**src/dtl_pkg.sv**
```systemverilog
// Shared constants and types of the loop tuning and lock detect block
package dtl_pkg;

    // Clock and lock timer unit
    localparam int CLK_HZ = 50_000_000;
    localparam int LOCK_UNIT_MS = 1;
    localparam int CYCLES_PER_MS = (CLK_HZ / 1000) * LOCK_UNIT_MS;

    // Register byte addresses
    localparam int ADDR_W = 8;
    localparam logic [7:0] OFS_FB_CORR = 8'h00;
    localparam logic [7:0] OFS_PHASE = 8'h04;
    localparam logic [7:0] OFS_FCW = 8'h08;
    localparam logic [7:0] OFS_LOCK = 8'h0C;
    localparam logic [7:0] OFS_TDC_DLY = 8'h10;
    localparam logic [7:0] OFS_STATUS = 8'h14;
    localparam logic [7:0] OFS_EVENT = 8'h18;
    localparam logic [7:0] OFS_MASK = 8'h1C;
    localparam logic [7:0] OFS_CTRL = 8'h20;

    // Feedback correction fields
    localparam int FC_W = 10;
    localparam int FC_REV_BIT = 9;
    localparam int FC_DLY_HI = 8;
    localparam int FC_DLY_LO = 7;
    localparam int FC_MULT_HI = 6;
    localparam logic [1:0] FC_DLY_ONE = 2'h1;
    localparam logic [9:0] RST_FB_CORR = 10'h000;

    // Phase shift and frequency word fields
    localparam int PHS_W = 30;
    localparam int FCW_W = 29;
    localparam int MSB_LANE = 3;
    localparam logic [31:0] RST_PHASE = 32'h0000_0000;
    localparam logic [31:0] RST_FCW = 32'h0000_0000;

    // Lock control fields
    localparam int LK_TIMER_LSB = 16;
    localparam logic [15:0] RST_LOCK_TIMER = 16'h00FF;
    localparam logic [15:0] RST_LOCK_THRESH = 16'h0155;
    localparam int THR_SCALE_SH = 3;

    // Digitizer delay
    localparam logic [7:0] RST_TDC_DLY = 8'h1F;

    // Event bits
    localparam int EV_W = 3;
    localparam int EV_LOL = 0;
    localparam int EV_STATE_CH = 1;
    localparam int EV_LOCKED = 2;

    // Control bits
    localparam int CTRL_PROFILE_SW = 0;

    // Status state codes
    localparam int ST_CODE_LSB = 4;
    localparam logic [2:0] ST_CODE_NORMAL = 3'h1;
    localparam logic [2:0] ST_CODE_ACQUIRE = 3'h4;

    typedef enum logic [2:0] {
        LS_ACQ = 3'b001,
        LS_NORM = 3'b010,
        LS_LOCK = 3'b100
    } dtl_lock_state_t;

endpackage

```
**src/dtl_lock_if.sv**
```systemverilog
// Signals between the register bank and the lock qualifier
`timescale 1ns/1ps
interface dtl_lock_if;
    import dtl_pkg::*;
    logic ms_tick;
    logic run;
    logic err_below;
    logic [15:0] half_ms;
    dtl_lock_state_t state;
    logic to_normal;
    logic gained;
    logic lol;
    logic locked;

    modport ctl (
        output ms_tick, run, err_below, half_ms,
        input state, to_normal, gained, lol, locked
    );
    modport det (
        input ms_tick, run, err_below, half_ms,
        output state, to_normal, gained, lol, locked
    );
endinterface

```
**src/dtl_lock_det.sv**
```systemverilog
// Lock qualifier: acquire, normal and locked states over timed intervals
`timescale 1ns/1ps
module dtl_lock_det
    import dtl_pkg::*;
(
    // Clock and reset
    input wire logic pclk,
    input wire logic presetn,
    // Link to register bank
    dtl_lock_if.det lk
);

    logic [15:0] cnt_r;
    logic [15:0] cnt_nxt;
    logic half_done;

    assign cnt_nxt = cnt_r + 16'h0001;
    assign half_done = (cnt_nxt >= lk.half_ms);

    always_ff @(posedge pclk or negedge presetn) begin
        if (!presetn) begin
            lk.state <= LS_ACQ;
            cnt_r <= 16'h0000;
            lk.to_normal <= 1'b0;
            lk.gained <= 1'b0;
            lk.lol <= 1'b0;
        end else begin
            lk.to_normal <= 1'b0;
            lk.gained <= 1'b0;
            lk.lol <= 1'b0;
            if (!lk.run) begin
                lk.state <= LS_ACQ;
                cnt_r <= 16'h0000;
                lk.lol <= (lk.state == LS_LOCK);
            end else begin
                case (lk.state)
                    LS_ACQ: begin
                        if (!lk.err_below) begin
                            cnt_r <= 16'h0000;
                        end else if (lk.ms_tick) begin
                            if (half_done) begin
                                lk.state <= LS_NORM;
                                lk.to_normal <= 1'b1;
                                cnt_r <= 16'h0000;
                            end else begin
                                cnt_r <= cnt_nxt;
                            end
                        end
                    end
                    LS_NORM: begin
                        if (!lk.err_below) begin
                            cnt_r <= 16'h0000;
                        end else if (lk.ms_tick) begin
                            if (half_done) begin
                                lk.state <= LS_LOCK;
                                lk.gained <= 1'b1;
                                cnt_r <= 16'h0000;
                            end else begin
                                cnt_r <= cnt_nxt;
                            end
                        end
                    end
                    LS_LOCK: begin
                        // Losing the threshold drops lock and requalifies
                        if (!lk.err_below) begin
                            lk.state <= LS_ACQ;
                            lk.lol <= 1'b1;
                            cnt_r <= 16'h0000;
                        end
                    end
                    default: begin
                        lk.state <= LS_ACQ;
                        cnt_r <= 16'h0000;
                    end
                endcase
            end
        end
    end

    assign lk.locked = (lk.state == LS_LOCK);

endmodule // dtl_lock_det

```
**src/dtl_ms_tick.sv**
```systemverilog
// Divider that gives a one-cycle pulse each millisecond
`timescale 1ns/1ps
module dtl_ms_tick #(
    parameter int DIV = 50000
) (
    // Clock and reset
    input wire logic pclk,
    input wire logic presetn,
    // Tick out
    output logic tick
);

    localparam int CW = (DIV > 1) ? $clog2(DIV) : 1;
    localparam logic [CW-1:0] LAST = CW'(DIV - 1);

    logic [CW-1:0] cnt_r;

    always_ff @(posedge pclk or negedge presetn) begin
        if (!presetn) begin
            cnt_r <= '0;
            tick <= 1'b0;
        end else begin
            tick <= (cnt_r == LAST);
            if (cnt_r == LAST) begin
                cnt_r <= '0;
            end else begin
                cnt_r <= cnt_r + CW'(1);
            end
        end
    end

endmodule // dtl_ms_tick

```
**src/dtl_regs.sv**
```systemverilog
// Loop tuning and lock detect register bank with APB slave
//
// Overview of operation
// - Timestamp lines pass straight when reversal bit is 0, reversed when 1.
// - Delay field 0x1 delays the sigma-delta error one cycle; others none.
// - Manual phase shift is a 30-bit two's complement value for all outputs.
// - Manual phase shift is ignored while hitless reference switching is on.
// - Phase shift bytes are held until the top byte is written.
// - Frequency word is a 29-bit two's complement value of fine ppm units.
// - Frequency word takes effect only when its top byte is written.
// - Acquire goes to normal after half the interval below threshold.
// - With profile switching on, filter takes normal settings then.
// - Normal declares lock after a further half interval below threshold.
// - The eight-bit digitizer delay setting, default 0x1F, goes to the loop.
// - Losing lock sets a sticky loss-of-lock flag, cleared by writing one or by reading it.
`timescale 1ns/1ps
module dtl_regs
    import dtl_pkg::*;
#(
    parameter int MS_CYCLES = CYCLES_PER_MS,
    parameter int SDM_W = 16,
    parameter int ERR_W = 24
) (
    // Clock and reset
    input wire logic pclk,
    input wire logic presetn,
    // APB slave
    input wire logic [ADDR_W-1:0] paddr,
    input wire logic psel,
    input wire logic penable,
    input wire logic pwrite,
    input wire logic [31:0] pwdata,
    input wire logic [3:0] pstrb,
    output logic pready,
    output logic [31:0] prdata,
    output logic pslverr,
    // Loop inputs
    input wire logic [30:0] fine_ts_in,
    input wire logic [SDM_W-1:0] sdm_err_in,
    input wire logic [ERR_W-1:0] phase_err_in,
    input wire logic hitless_en,
    input wire logic loop_run,
    // Loop outputs
    output logic [30:0] fine_ts_out,
    output logic [SDM_W-1:0] sdm_err_out,
    output logic [6:0] corr_mult_out,
    output logic [PHS_W-1:0] phase_shift_out,
    output logic [FCW_W-1:0] fcw_out,
    output logic fcw_load,
    output logic [7:0] tdc_delay_out,
    output logic filter_normal_sel,
    output logic lock_out,
    // Interrupt
    output logic irq
);

    dtl_lock_if lk ();

    logic [FC_W-1:0] fb_corr_r;
    logic [31:0] phs_stage_r;
    logic [PHS_W-1:0] phs_act_r;
    logic [31:0] fcw_stage_r;
    logic [FCW_W-1:0] fcw_act_r;
    logic fcw_upd_r;
    logic [31:0] lock_ctl_r;
    logic [7:0] tdc_dly_r;
    logic [0:0] ctrl_r;
    logic [EV_W-1:0] ev_r;
    logic [EV_W-1:0] ev_nxt;
    logic [EV_W-1:0] ev_set;
    logic [EV_W-1:0] ev_clr;
    logic [EV_W-1:0] mask_r;
    logic [SDM_W-1:0] sdm_d_r;
    logic err_below_r;
    logic [ERR_W-1:0] abs_err;
    logic [ERR_W+THR_SCALE_SH:0] thr_scaled;
    logic [30:0] fine_rev;
    logic access;
    logic wr_en;
    logic rd_en;
    logic [31:0] rd_mux;
    logic rd_hit;
    logic [2:0] st_code;

    // Byte-lane merge, shared by the writable registers except control, mask and event
    function automatic logic [31:0] merge(
        input logic [31:0] old,
        input logic [31:0] wd,
        input logic [3:0] strb
    );
        logic [31:0] res;
        res = old;
        for (int i = 0; i < 4; i++) begin
            if (strb[i]) begin
                res[i*8 +: 8] = wd[i*8 +: 8];
            end
        end
        return res;
    endfunction

    function automatic logic is_addr(
        input logic [ADDR_W-1:0] a,
        input logic [7:0] ofs
    );
        return (a == ofs);
    endfunction

    // One wait state keeps prdata and pslverr straight from flops
    assign access = psel & penable;
    assign wr_en = access & pready & pwrite;
    assign rd_en = access & pready & ~pwrite;

    always_ff @(posedge pclk or negedge presetn) begin
        if (!presetn) begin
            pready <= 1'b0;
        end else begin
            pready <= access & ~pready;
        end
    end

    // Read decode
    always_comb begin
        rd_mux = 32'h0000_0000;
        rd_hit = 1'b1;
        case (paddr)
            OFS_FB_CORR: rd_mux = {22'h000000, fb_corr_r};
            OFS_PHASE: rd_mux = phs_stage_r;
            OFS_FCW: rd_mux = fcw_stage_r;
            OFS_LOCK: rd_mux = lock_ctl_r;
            OFS_TDC_DLY: rd_mux = {24'h000000, tdc_dly_r};
            OFS_STATUS: rd_mux = {25'h0000000, st_code, 3'h0, lk.locked};
            OFS_EVENT: rd_mux = {29'h00000000, ev_r};
            OFS_MASK: rd_mux = {29'h00000000, mask_r};
            OFS_CTRL: rd_mux = {31'h00000000, ctrl_r};
            default: rd_hit = 1'b0;
        endcase
    end

    always_ff @(posedge pclk or negedge presetn) begin
        if (!presetn) begin
            prdata <= 32'h0000_0000;
            pslverr <= 1'b0;
        end else if (access & ~pready) begin
            prdata <= pwrite ? 32'h0000_0000 : rd_mux;
            pslverr <= ~rd_hit;
        end
    end

    // Feedback correction configuration
    always_ff @(posedge pclk or negedge presetn) begin
        if (!presetn) begin
            fb_corr_r <= RST_FB_CORR;
        end else if (wr_en && is_addr(paddr, OFS_FB_CORR)) begin
            fb_corr_r <= FC_W'(merge({22'h000000, fb_corr_r}, pwdata, pstrb));
        end
    end

    // Phase shift: staging shows partial bytes, active copy waits for top lane
    always_ff @(posedge pclk or negedge presetn) begin
        if (!presetn) begin
            phs_stage_r <= RST_PHASE;
            phs_act_r <= PHS_W'(RST_PHASE);
        end else if (wr_en && is_addr(paddr, OFS_PHASE)) begin
            phs_stage_r <= {2'h0, PHS_W'(merge(phs_stage_r, pwdata, pstrb))};
            if (pstrb[MSB_LANE]) begin
                phs_act_r <= PHS_W'(merge(phs_stage_r, pwdata, pstrb));
            end
        end
    end

    // Frequency word follows the same atomic scheme
    always_ff @(posedge pclk or negedge presetn) begin
        if (!presetn) begin
            fcw_stage_r <= RST_FCW;
            fcw_act_r <= FCW_W'(RST_FCW);
            fcw_upd_r <= 1'b0;
        end else begin
            fcw_upd_r <= 1'b0;
            if (wr_en && is_addr(paddr, OFS_FCW)) begin
                fcw_stage_r <= {3'h0,
                                FCW_W'(merge(fcw_stage_r, pwdata, pstrb))};
                if (pstrb[MSB_LANE]) begin
                    fcw_act_r <= FCW_W'(merge(fcw_stage_r, pwdata,
                                              pstrb));
                    fcw_upd_r <= 1'b1;
                end
            end
        end
    end

    // Lock timer and threshold
    always_ff @(posedge pclk or negedge presetn) begin
        if (!presetn) begin
            lock_ctl_r <= {RST_LOCK_TIMER, RST_LOCK_THRESH};
        end else if (wr_en && is_addr(paddr, OFS_LOCK)) begin
            lock_ctl_r <= merge(lock_ctl_r, pwdata, pstrb);
        end
    end

    // Digitizer delay
    always_ff @(posedge pclk or negedge presetn) begin
        if (!presetn) begin
            tdc_dly_r <= RST_TDC_DLY;
        end else if (wr_en && is_addr(paddr, OFS_TDC_DLY)) begin
            tdc_dly_r <= 8'(merge({24'h000000, tdc_dly_r}, pwdata, pstrb));
        end
    end

    // Control and interrupt mask
    always_ff @(posedge pclk or negedge presetn) begin
        if (!presetn) begin
            ctrl_r <= 1'b0;
            mask_r <= '0;
        end else if (wr_en) begin
            if (is_addr(paddr, OFS_CTRL) && pstrb[0]) begin
                ctrl_r <= pwdata[CTRL_PROFILE_SW];
            end
            if (is_addr(paddr, OFS_MASK) && pstrb[0]) begin
                mask_r <= pwdata[EV_W-1:0];
            end
        end
    end

    // Sticky events; a new event in the clearing cycle survives
    assign ev_set[EV_LOL] = lk.lol;
    assign ev_set[EV_STATE_CH] = lk.to_normal | lk.gained | lk.lol;
    assign ev_set[EV_LOCKED] = lk.gained;

    always_comb begin
        ev_clr = '0;
        if (wr_en && is_addr(paddr, OFS_EVENT) && pstrb[0]) begin
            ev_clr = pwdata[EV_W-1:0];
        end
        if (rd_en && is_addr(paddr, OFS_EVENT)) begin
            // Clear only what the read returned; a later event is kept
            ev_clr = prdata[EV_W-1:0];
        end
        ev_nxt = (ev_r & ~ev_clr) | ev_set;
    end

    always_ff @(posedge pclk or negedge presetn) begin
        if (!presetn) begin
            ev_r <= '0;
            irq <= 1'b0;
        end else begin
            ev_r <= ev_nxt;
            irq <= |(ev_nxt & mask_r);
        end
    end

    // Absolute error against threshold scaled by eight steps
    assign abs_err = phase_err_in[ERR_W-1] ? (~phase_err_in + 1'b1)
                                           : phase_err_in;
    assign thr_scaled = (ERR_W+THR_SCALE_SH+1)'(lock_ctl_r[15:0])
                        << THR_SCALE_SH;

    always_ff @(posedge pclk or negedge presetn) begin
        if (!presetn) begin
            err_below_r <= 1'b0;
        end else begin
            // The most negative error has no positive twin; it never passes
            err_below_r <= ((ERR_W+THR_SCALE_SH+1)'(abs_err) < thr_scaled)
                           & ~(phase_err_in[ERR_W-1] & abs_err[ERR_W-1]);
        end
    end

    // Millisecond pacing for the lock interval
    dtl_ms_tick #(
        .DIV(MS_CYCLES)
    ) u_tick (
        .pclk(pclk),
        .presetn(presetn),
        .tick(lk.ms_tick)
    );

    assign lk.run = loop_run;
    assign lk.err_below = err_below_r;
    // Odd timer values round each half interval down
    assign lk.half_ms = {1'b0, lock_ctl_r[31:LK_TIMER_LSB+1]};

    dtl_lock_det u_det (
        .pclk(pclk),
        .presetn(presetn),
        .lk(lk)
    );

    // Normal and locked share one code; the lock bit tells them apart
    assign st_code = (lk.state == LS_ACQ) ? ST_CODE_ACQUIRE : ST_CODE_NORMAL;

    // Fine timestamp bit order
    // Reversed order serves debug only; normal use keeps it off
    genvar gi;
    generate
        for (gi = 0; gi < 31; gi++) begin : g_rev
            assign fine_rev[gi] = fine_ts_in[30 - gi];
        end
    endgenerate

    always_ff @(posedge pclk or negedge presetn) begin
        if (!presetn) begin
            fine_ts_out <= 31'h00000000;
            sdm_d_r <= '0;
            sdm_err_out <= '0;
        end else begin
            fine_ts_out <= fb_corr_r[FC_REV_BIT] ? fine_rev : fine_ts_in;
            sdm_d_r <= sdm_err_in;
            // Only code one adds the extra stage; other codes pass directly
            if (fb_corr_r[FC_DLY_HI:FC_DLY_LO] == FC_DLY_ONE) begin
                sdm_err_out <= sdm_d_r;
            end else begin
                sdm_err_out <= sdm_err_in;
            end
        end
    end

    // Loop settings outputs
    always_ff @(posedge pclk or negedge presetn) begin
        if (!presetn) begin
            corr_mult_out <= 7'h00;
            phase_shift_out <= '0;
            fcw_out <= '0;
            fcw_load <= 1'b0;
            tdc_delay_out <= RST_TDC_DLY;
            filter_normal_sel <= 1'b0;
            lock_out <= 1'b0;
        end else begin
            corr_mult_out <= fb_corr_r[FC_MULT_HI:0];
            // Hitless switching owns the phase; manual offset is masked
            phase_shift_out <= hitless_en ? '0 : phs_act_r;
            fcw_out <= fcw_act_r;
            // Strobe leaves with the new word so the loop takes it whole
            fcw_load <= fcw_upd_r;
            tdc_delay_out <= tdc_dly_r;
            filter_normal_sel <= ctrl_r[CTRL_PROFILE_SW]
                                 & (lk.state != LS_ACQ);
            lock_out <= lk.locked;
        end
    end

endmodule // dtl_regs

```
**config.mk**
```make
export PLATFORM = sky130hd
export DESIGN_NAME = dtl_regs
export DESIGN_NICKNAME = d
export VERILOG_FILES = /design/src/dtl_pkg.sv /design/src/dtl_lock_if.sv /design/src/dtl_lock_det.sv /design/src/dtl_ms_tick.sv /design/src/dtl_regs.sv
export SDC_FILE = /design/constraint.sdc
export NUM_CORES = 1
export LEC_CHECK = 0
export ABC_CLOCK_PERIOD_IN_PS = 3940
export BUFFER_PORTS_ARGS = -buffer_cell sky130_fd_sc_hd__buf_2
export CAP_MARGIN = 20
export CORE_UTILIZATION = 56
export DETAILED_ROUTE_END_ITERATION = 12
export GPL_TIMING_DRIVEN = 1
export PLACE_DENSITY = 0.8
export SLEW_MARGIN = 30
export SYNTH_ARGS = -nofsm -noshare
export SYNTH_HDL_FRONTEND = slang
export SYNTH_SLANG_ARGS = --single-unit
```
**constraint.sdc**
```tcl
create_clock -name pclk -period 3.94 [get_ports pclk]
set_input_delay 0.394 -clock pclk [delete_from_list [all_inputs] [get_ports pclk]]
set_output_delay 0.394 -clock pclk [all_outputs]
set_load 0.03 [all_outputs]
```
==> metrics.md, run 1 <==
| Metric | Value |
|---|---|
| Status | finished clean |
| Detailed Place HPWL | 27.1 mm |
| Area contributors post-synth | dfrtp_1, mux2_2, dfstp_2, nand2_1, mux2i_1 |
| Crit path DAT | 3860 ps |
| Layout cell share with drive strength beyond 1 | about a third |
| Post-synth EDFFs | 0 |
| Die height | 172 um |
| # H-tree levels | 2 |
| Syn nets | around 1.5k |
| Wirelength, routed | ~40 mm |
| Drt first pass iters | 6 |
| Sequential share of the synthesized area | 59.1% |
| Top cell type's share of synthesized area | a little under three fifths |
| Die W | between 150 and 200 um |
| Worst-path cell chain | ha_1, nand3_1, nor3_1, nand3_1, xnor2_1, ha_1, nand3_1, or3_1, o21a_1, and2_1, a32o_1 |
| Final #Nets | 1767 |
| RSZ-0062 raised after global routing | no |
| Cell Area, Synth | 0.0161 mm^2 |
| Max IR drop VDD | about 0.34 mV |
| Vias per cell | between 5 and 6 |
| Critical path buffers and inverters | 0 |
| Largest net degree at the start of global routing | 125 |
| Final Setup Violations | 0 |
| Port bufs | between 200 and 300 |
| PnR worst setup slack | about 490 ps |
| Post-CTS Repair Setup Buffers | 0 |
| Leak Pwr | 9.80 nW |
| Slowest stage cell, crit path | dfrtp_1 |
| Die area | just under 0.03 mm^2 |
| Critical R2R Capture | u_det.cnt_r[7] |
| Max_cap viols | 0 |
| Worst-Skew Late Latency | 530 ps |
| Pwr dens | 420 mW/mm^2 |
| Most used cell along the critical path | nand3_1 |
| Core ar. | 0.0281 mm^2 |
| Clock slew at reported path FFs | about 70 ps |
| Final Hold Fails | 0 |
| First-pass GRT wire length | around 63 mm |
| GRT Overall Usage | between 20% and 30% |
| Crit Path Max Fanout | 8 |
| DRT antenna net count | 0 |
| Synthesized area per cell | approximately 12 um^2 |
| Initial Utilization | between 50 and 60% |
| Post-Route Setup TNS | 0 ps |
| Final GP Congestion | roughly 0.9 |
| IO Pins | 281 |
| Final Power | around 8.2 mW |
| WHS Path Cells | 2 |
| Register bit total from synthesis | 380 |
| Fin crit period | 3450 ps |
| Worst slew pin tran | between 800 and 900 ps |
| Root Driver | clkbuf_16 |
| Pre-CTS setup slack | -37.1 ps |
| CP max stage delay | between 400 and 500 ps |
| Critical path launch point type | flop |
| Post-route cell area | slightly below 0.02 mm^2 |
| Asr flop ratio synth | 100% |
| Fin crit share | between 80% and 90% |
| Number of global-route vias before repair | 11.7k |
| Leading area contributor after synthesis | dfrtp_1 |
| Min-Delay Path Class | input port to flop |
| Placed instance area | 0.0180 mm^2 |
| Predominant post-synthesis flop cell | dfrtp_1 |
| Drt wl/cell | 19.8 um |
| Worst setup EP type | flop |
| DRC viols | 0 |
| CTS Sinks | 380 |
| Post-CTS Resized | 0 |
| Area grow syn2layout | 21.5% |
| Critical path class | flop to flop |
| CP delay by family, top | simple AND/OR/NAND/NOR gates |
| R2R setup slack | about 490 ps |
| Max clock buf depth | 3 |
| Clock Skew | between 15 and 20 ps |
| Netlist cell types | 59 |
| Commonest cells post-synth | dfrtp_1, nand2_1, mux2_2, mux2i_1, clkbuf_1 |
| Hold Crit Endpoint | fine_ts_out[30] |
| Grt ovf | 0 |
| Warnings, synthesis | 0 |
| Inserted Clock Buffers | 38 |
| Starting DRT DRC Count | 849 |
| Vias | 11.6k |
| CTS tree | built |
| CP required | approximately 4400 ps |
| Worst R2R Path Depth | 11 |
| Fmax | between 0.2 and 0.3 GHz |
| Rows | 61 |
| Initial antenna violation count | 3 |
| Synth Instances | 1307 |
| R2r startpoint | u_det.cnt_r[0] |
| Most common cell in the netlist | dfrtp_1 |
| Slew HR | a little over two fifths |
| HP Start | fine_ts_in[30] |
| Slew Limit Fails | 0 |
[flip-flops by register name (all words and copies together) (netlist names), 3 cells and up]
register	count
phs_act_r	24
phase_shift_out	30
sdm_d_r	16
fcw_act_r	24
prdata	32
sdm_err_out	16
fine_ts_out	31
fb_corr_r	10
fcw_out	29
u_det.lk.state	3
mask_r	3
fcw_stage_r	29
corr_mult_out	7
tdc_delay_out	8
ev_r	3
phs_stage_r	30
u_det.cnt_r	16
u_tick.cnt_r	16
lock_ctl_r	32
tdc_dly_r	8
[worst max-delay path by stage]
stage	start	slack (ps)	end	depth (start not counted)
final	u_det.cnt_r[0]	490	u_det.cnt_r[7]	11
after global routing	u_det.cnt_r[0]	280	u_det.lk.state[2]	11
after CTS	phase_err_in[3]	510	err_below_r	13
after detailed placement	phase_err_in[3]	-40	err_below_r	13
after global placement	phase_err_in[3]	70	err_below_r	13
after floorplan	phase_err_in[3]	310	err_below_r	12
[cell families (layout without fill, tap and decap cells)]
kind of cell | count (synthesis) | after routing | share of synthesized area [%]
muxes | 218 | 218 | 14.9
xor gates and xnor gates | 40 | 40 | 2.17
AOI/OAI and AO/OA | 208 | 208 | 8.87
adders and majority gates | 32 | 32 | 2.48
buffers and inverters | 87 | 423 | 2.02
DFF | 380 | 380 | 59.1
other | 0 | 3 | 0
and+or+nand+nor | 342 | 342 | 10.4
[routing by layer]
layer,track usage (%),share of wire (%),routed length [um]
met4,9.97,2.7,1060
met2,45.8,49,19500
met1,37.5,43,17400
met5,0,0,0
met3,3.87,5.1,2040
[report_power, final]
group | internal (mW) | switching (mW)
registers | 3.94 | 0.0125
clock network | 2.28 | 1.54
logic | 0.169 | 0.305
total | 6.39 | 1.85
[per-stage QoR]
stage | hold slack (ps) | std cells | utilization (%)
after floorplan | 98.4 | 1307 | -
after global placement | 334 | 1932 | 64.2
after detailed placement | 348 | 1932 | 64.2
after CTS | 21.5 | 2019 | 69.6
after global routing | 102 | 2024 | 69.8
final | 102 | 2024 | 69.8
[cell usage in the layout, fill, tap and decap left out, drive strengths merged, types with 37 or more instances in the layout]
cell type and instances:
nor2 43, nand2 152, inv 37, mux2 168, buf 300, dfrtp 356, nor2b 37, o21ai 67
mux2i 49, clkbuf 54
[repair_timing]
item	in CTS	in global routing
setup endpoints to repair	0	0
hold endpoints to repair	17	42
hold buffers	17	1
[cell type report]
| class | count | area, um^2 |
|---|---|---|
| Antenna cell | 3 | 7.51 |
| Clock buffer | 54 | 1130 |
| Clock inverter | 16 | 210 |
| Fill cell | 2018 | 8480 |
| Inverter | 35 | 131 |
| Multi-Input combinational cell | 840 | 6300 |
| Sequential cell | 380 | 9540 |
| Tap cell | 378 | 473 |
| Timing Repair Buffer | 318 | 1810 |
Power figures use the tool's default switching activity.
==> run 2, diff against run 1 <==
--- a/config.mk
+++ b/config.mk
@@ -8,10 +8,13 @@
 export ABC_CLOCK_PERIOD_IN_PS = 3940
 export BUFFER_PORTS_ARGS = -buffer_cell sky130_fd_sc_hd__buf_2
 export CAP_MARGIN = 20
-export CORE_UTILIZATION = 56
+export CELL_PAD_IN_SITES_DETAIL_PLACEMENT = 1
+export CELL_PAD_IN_SITES_GLOBAL_PLACEMENT = 1
+export CORE_UTILIZATION = 45
 export DETAILED_ROUTE_END_ITERATION = 12
 export GPL_TIMING_DRIVEN = 1
 export PLACE_DENSITY = 0.8
+export RECOVER_POWER = 100
 export SLEW_MARGIN = 30
 export SYNTH_ARGS = -nofsm -noshare
 export SYNTH_HDL_FRONTEND = slang
==> metrics.md, run 2 (synthesis results as in run 1) <==
| Metric | Value |
|---|---|
| Status | complete, but fails checks |
| Failing checks | capacitance limit, slew limit |
| Fin crit period | 3730 ps |
| Vias | about 12k |
| Rows | 68 |
| Leak Pwr | 9.11 nW |
| Fin crit share | ~95% |
| Die W | between 150 and 200 um |
| Max_cap viols | 3 |
| Worst slew pin tran | between 2000 and 3000 ps |
| Critical path launch point type | flop |
| First-pass GRT wire length | 72.9 mm |
| Final Hold Fails | 0 |
| Slew HR | -93.8% |
| GRT Overall Usage | roughly a quarter |
| Largest net degree at the start of global routing | about 120 |
| Switch Pwr | ~1.9 mW |
| Grt ovf | 0 |
| Wirelength, routed | approximately 46 mm |
| # H-tree levels | 2 |
| HP Start | pwdata[31] |
| Fmax | 0.268 GHz |
| Final Power | roughly 8.3 mW |
| Clock slew at reported path FFs | about 60 ps |
| Min-Delay Path Class | input port to flop |
| Clock Skew | about 19 ps |
| Worst setup EP type | flop |
| Initial antenna violation count | 6 |
| Pwr dens | between 400 and 500 mW/mm^2 |
| Final Setup Violations | 0 |
| Post-CTS Repair Setup Buffers | 0 |
| IO Pins | approximately 280 |
| CTS tree | built |
| RSZ-0062 raised after global routing | no |
| Starting DRT DRC Count | 513 |
| Commonest non-fill, non-tap cell in the layout | dfrtp_1 |
| Worst R2R Path Depth | 11 |
| Die area | ~0.037 mm^2 |
| Detailed Place HPWL | approximately 32 mm |
| Root Driver | clkbuf_16 |
| Share of power burned in registers | a little under half |
| Post-route cell area | roughly 0.019 mm^2 |
| Final #Nets | around 1.8k |
| PnR worst setup slack | 205 ps |
| Origin of the worst setup path | u_det.cnt_r[0] |
| Drt first pass iters | 4 |
| Critical R2R Capture | u_det.cnt_r[7] |
| Initial Utilization | between 40 and 50% |
| Part of the power in the clock network | a little under half |
| Inserted Clock Buffers | just over 40 |
| Layout cell share with drive strength beyond 1 | slightly above 20% |
| Final GP Congestion | between 0.8 and 0.9 |
| Critical path class | flop to flop |
| WHS Path Cells | 2 |
| Number of global-route vias before repair | ~13k |
| Area grow syn2layout | 20.4% |
| Placed insts | 2012 |
| Post-Route Setup TNS | 0 ps |
| Pre-CTS setup slack | -84.0 ps |
| Vias per cell | ~5.5 |
| Finished Layout Cells | between 2k and 2.5k |
| Max IR drop VDD | just under 0.3 mV |
| Core ar. | ~0.035 mm^2 |
| CTS Sinks | 380 |
| Slew Limit Fails | 178 |
| Top flop regs | lock_ctl_r (32), prdata (32), fine_ts_out (31) |
| Crit path DAT | just over 4000 ps |
| R2r startpoint | u_det.cnt_r[0] |
| Logic pwr share | about 5.6% |
| Worst-Skew Late Latency | approximately 540 ps |
| Crit Path Max Fanout | 8 |
| Power Internal | 6.49 mW |
| R2R setup slack | between 200 and 250 ps |
| Die height | roughly 190 um |
| Most frequent cells in the layout | dfrtp_1, clkbuf_1, nand2_1 |
| Placed instance area | 0.0181 mm^2 |
| Fillcell total | ~3.7k |
| CP required | 4360 ps |
| DRC viols | 0 |
| Drt wl/cell | between 20 and 25 um |
| Final Util | a little under three fifths |
| Worst hold slack | 93.8 ps |
| DRT antenna net count | 0 |
| FF/Latch Area | between 0.009 and 0.01 mm^2 |
| Max clock buf depth | 3 |
| Post-CTS Resized | 0 |
| Net Sw Frac | between 20% and 30% |
| Area of the multi-input gates | approximately 0.0063 mm^2 |
| Port bufs | 280 |
| Hold Crit Endpoint | lock_ctl_r[31] |
## run 2: cell count changes in the layout (fill, tap and decap cells not counted), moves of 5 or more
cell / delta
o21ai_1: -24
dfstp_2: -6
dfstp_1: +6
o21ai_0: +24
clkbuf_1: +198
buf_4: -9
clkbuf_8: -5
buf_2: -174
## run 2: critical path: stages, from the launching register on
cell and delay, ps:
dfrtp_1 460, ha_1 240, nand3_1 210, nor3_1 430, nand3_1 260, xnor2_1 190, ha_1 330, nand3_1 160
or3_1 430, o21a_1 320, and2_1 300, a32o_1 290
## run 2: power groups by stage
stage	sequential [mW]	clock, mW	combinational [mW]
after global routing	3.96	4.16	0.516
after floorplan	4.08	0	0.147
after global placement	4.02	0	0.449
after CTS	3.95	4.00	0.486
final	3.96	3.92	0.467
after detailed placement	4.02	0	0.467
## run 2: area by class of cell
class | instances | share of cell area (%)
antenna | 6 | 0.0773
multi-input combinational | 840 | 32.3
tap | 455 | 2.93
clock buffer | 66 | 6.13
timing repair buffer | 320 | 7.85
sequential | 380 | 49.1
inverter | 35 | 0.677
clock inverter | 9 | 0.915
## run 2: layer usage
metal	vias to the layer above	GRT usage [%]	part of all wire [%]
met2	285	44.6	50
met3	80	3.69	4.1
met1	6009	33.8	43
met5	-	0	0.063
met4	4	8.76	2.6
li1	5306	-	-
## run 2: worst max path at each step
stage,to,slack (ps),cells past startpoint
global placement,err_below_r,80,13
floorplan,err_below_r,310,12
detailed placement,err_below_r,-80,12
global route,u_det.cnt_r[14],40,12
CTS,u_det.cnt_r[7],270,11
finish,u_det.cnt_r[7],210,11
## run 2: what timing repair did
| item | CTS | global route |
|---|---|---|
| setup endpoints to repair | 0 | 0 |
| endpoints found under the hold margin | 120 | 0 |
| hold buffers | 18 | 0 |
==> run 3, diff against run 2 <==
--- a/config.mk
+++ b/config.mk
@@ -13,7 +13,7 @@
 export CORE_UTILIZATION = 45
 export DETAILED_ROUTE_END_ITERATION = 12
 export GPL_TIMING_DRIVEN = 1
-export PLACE_DENSITY = 0.8
+export PLACE_DENSITY = 0.84
 export RECOVER_POWER = 100
 export SLEW_MARGIN = 30
 export SYNTH_ARGS = -nofsm -noshare
==> metrics.md, run 3 (synthesis results as in run 1) <==
| Metric | Value |
|---|---|
| IO Pins | between 200 and 300 |
| GRT Overall Usage | a little over a quarter |
| Area of the multi-input gates | around 0.0063 mm^2 |
| Layout cell share with drive strength beyond 1 | a little over a fifth |
| Worst-Skew Late Latency | approximately 580 ps |
| Part of the power in the clock network | between 40% and 50% |
| Net Sw Frac | around 23% |
| Slew Limit Fails | ~110 |
| Most frequent cells in the layout | dfrtp_1, clkbuf_1, nand2_1 |
| Core ar. | ~0.035 mm^2 |
| # H-tree levels | 2 |
| Initial antenna violation count | 5 |
| Failing checks | capacitance limit, slew limit |
| Worst hold slack | 66.7 ps |
| Commonest non-fill, non-tap cell in the layout | dfrtp_1 |
| Slowest stage cell, crit path | dfrtp_1 |
| Status | complete, but fails checks |
| Rows | 68 |
| Top flop regs | lock_ctl_r (32), prdata (32), fine_ts_out (31) |
| Grt ovf | 0 |
| Clock Skew | between 10 and 15 ps |
| Share of power burned in registers | 46.0% |
| Starting DRT DRC Count | between 600 and 700 |
| Max_cap viols | 1 |
| Port bufs | 280 |
| Drt wl/cell | between 20 and 25 um |
| Max IR drop VDD | about 0.33 mV |
| Die height | approximately 190 um |
| Worst-path cell chain | ha_1, nand3_1, nor3_2, nand3_1, xnor2_1, ha_1, nand3_1, or3_1, o21a_1, and2_1, a32o_1 |
| Switch Pwr | roughly 2.0 mW |
| Wirelength, routed | approximately 48 mm |
| FF/Latch Area | 0.00954 mm^2 |
| CP required | 4390 ps |
| Final Hold Fails | 0 |
| Crit path DAT | around 4000 ps |
| Vias | ~12k |
| Max clock buf depth | 3 |
| DRC viols | 0 |
| Vias per cell | around 5.5 |
| Final GP Congestion | ~0.86 |
| Logic pwr share | under 10% |
| Post-CTS Repair Setup Buffers | 0 |
| Final Power | ~8.6 mW |
| Crit Path Max Fanout | 8 |
| Critical path launch point type | flop |
| Post-Route Setup TNS | 0 ps |
| Final #Nets | 1774 |
| Root Driver | clkbuf_16 |
| Fin crit share | about nine tenths |
| Drt first pass iters | 5 |
| Final Util | between 50% and 60% |
| CTS tree | built |
| CP max stage delay | roughly 430 ps |
| Post-route cell area | 0.0195 mm^2 |
| Largest net degree at the start of global routing | 113 |
| Pwr dens | approximately 440 mW/mm^2 |
| Most used cell along the critical path | nand3_1 |
| Die W | 191 um |
| Final Setup Violations | 0 |
| Worst setup EP type | flop |
| Min-Delay Path Class | input port to flop |
| Leak Pwr | between 9 and 10 nW |
| Die area | around 0.037 mm^2 |
| Clock slew at reported path FFs | ~60 ps |
| Fmax | 0.282 GHz |
| Area grow syn2layout | 21.2% |
| Slew HR | -99.4% |
| Initial Utilization | 46.2% |
| RSZ-0062 raised after global routing | no |
| Critical path class | flop to flop |
| DRT antenna net count | 0 |
| Placed instance area | 0.0181 mm^2 |
| Number of global-route vias before repair | between 10k and 15k |
| Detailed Place HPWL | approximately 33 mm |
| Inserted Clock Buffers | 42 |
| Fin crit period | approximately 3500 ps |
| Power Internal | roughly 6.6 mW |
| Worst slew pin tran | between 2000 and 3000 ps |
| First-pass GRT wire length | 75.2 mm |
| CTS Sinks | 380 |
| Fillcell total | between 3k and 4k |
## run 3: what timing repair did
action | CTS | global route
gates resized for setup | 0 | 1
endpoints found under the setup margin | 0 | 6
endpoints found under the hold margin | 122 | 0
hold buffers | 18 | 0
## run 3: critical path: cells and delay by family (launching register included)
family | cells | cell delay [ps]
simple gates | 6 | 1650
compound gates | 2 | 610
fa+ha+maj | 2 | 570
xor+xnor | 1 | 170
flops | 1 | 430
## run 3: final timing paths
check                                    start        endpoint  slack [ps]  depth (start not counted)
min in group asynchronous              presetn      sdm_d_r[1]        1240                          2
worst min register to register       fcw_upd_r        fcw_load         350                          0
worst max-delay path            u_det.cnt_r[0]  u_det.cnt_r[5]         400                         11
max in group asynchronous              presetn     fcw_out[18]         580                          3
worst max register to register  u_det.cnt_r[0]  u_det.cnt_r[5]         400                         11
worst min-delay path                pwdata[31]  lock_ctl_r[31]          70                          2
## run 3: layer usage
layer  share of wire, %  vias to the layer above  wire length (um)  global-route usage [%]
met3                3.8                       89              1820                    3.84
met2                 51                      270             24200                    46.3
met4                2.7                        2              1310                    9.31
met5              0.023                        -                11                       0
met1                 43                     6061             20200                    34.5
li1                   -                     5310                 -                       -
## run 3: power groups by stage
stage                     sequential, mW  combinational (mW)  clock [mW]
after floorplan                     4.08               0.147           0
after global placement              4.02               0.445           0
after detailed placement            4.02               0.465           0
after CTS                           3.95               0.484        4.23
after global routing                3.96               0.517        4.39
final                               3.95               0.468        4.17
## run 3: per-stage QoR
step / setup slack (ps) / std cells
2_1_floorplan: 307 / 1307
3_3_place_gp: 59.6 / 2013
3_5_place_dp: -26.1 / 2013
4_1_cts: 293 / 2108
5_1_grt: 53.0 / 2112
6_report: 400 / 2115
## run 3: final cells by class
class                      instances  area share (%)
antenna                            7          0.0896
clock buffer                      59            6.22
clock inverter                    18            1.39
inverter                          35           0.672
multi-input combinational        840            32.1
sequential                       380            48.8
tap                              455            2.91
timing repair buffer             321            7.78
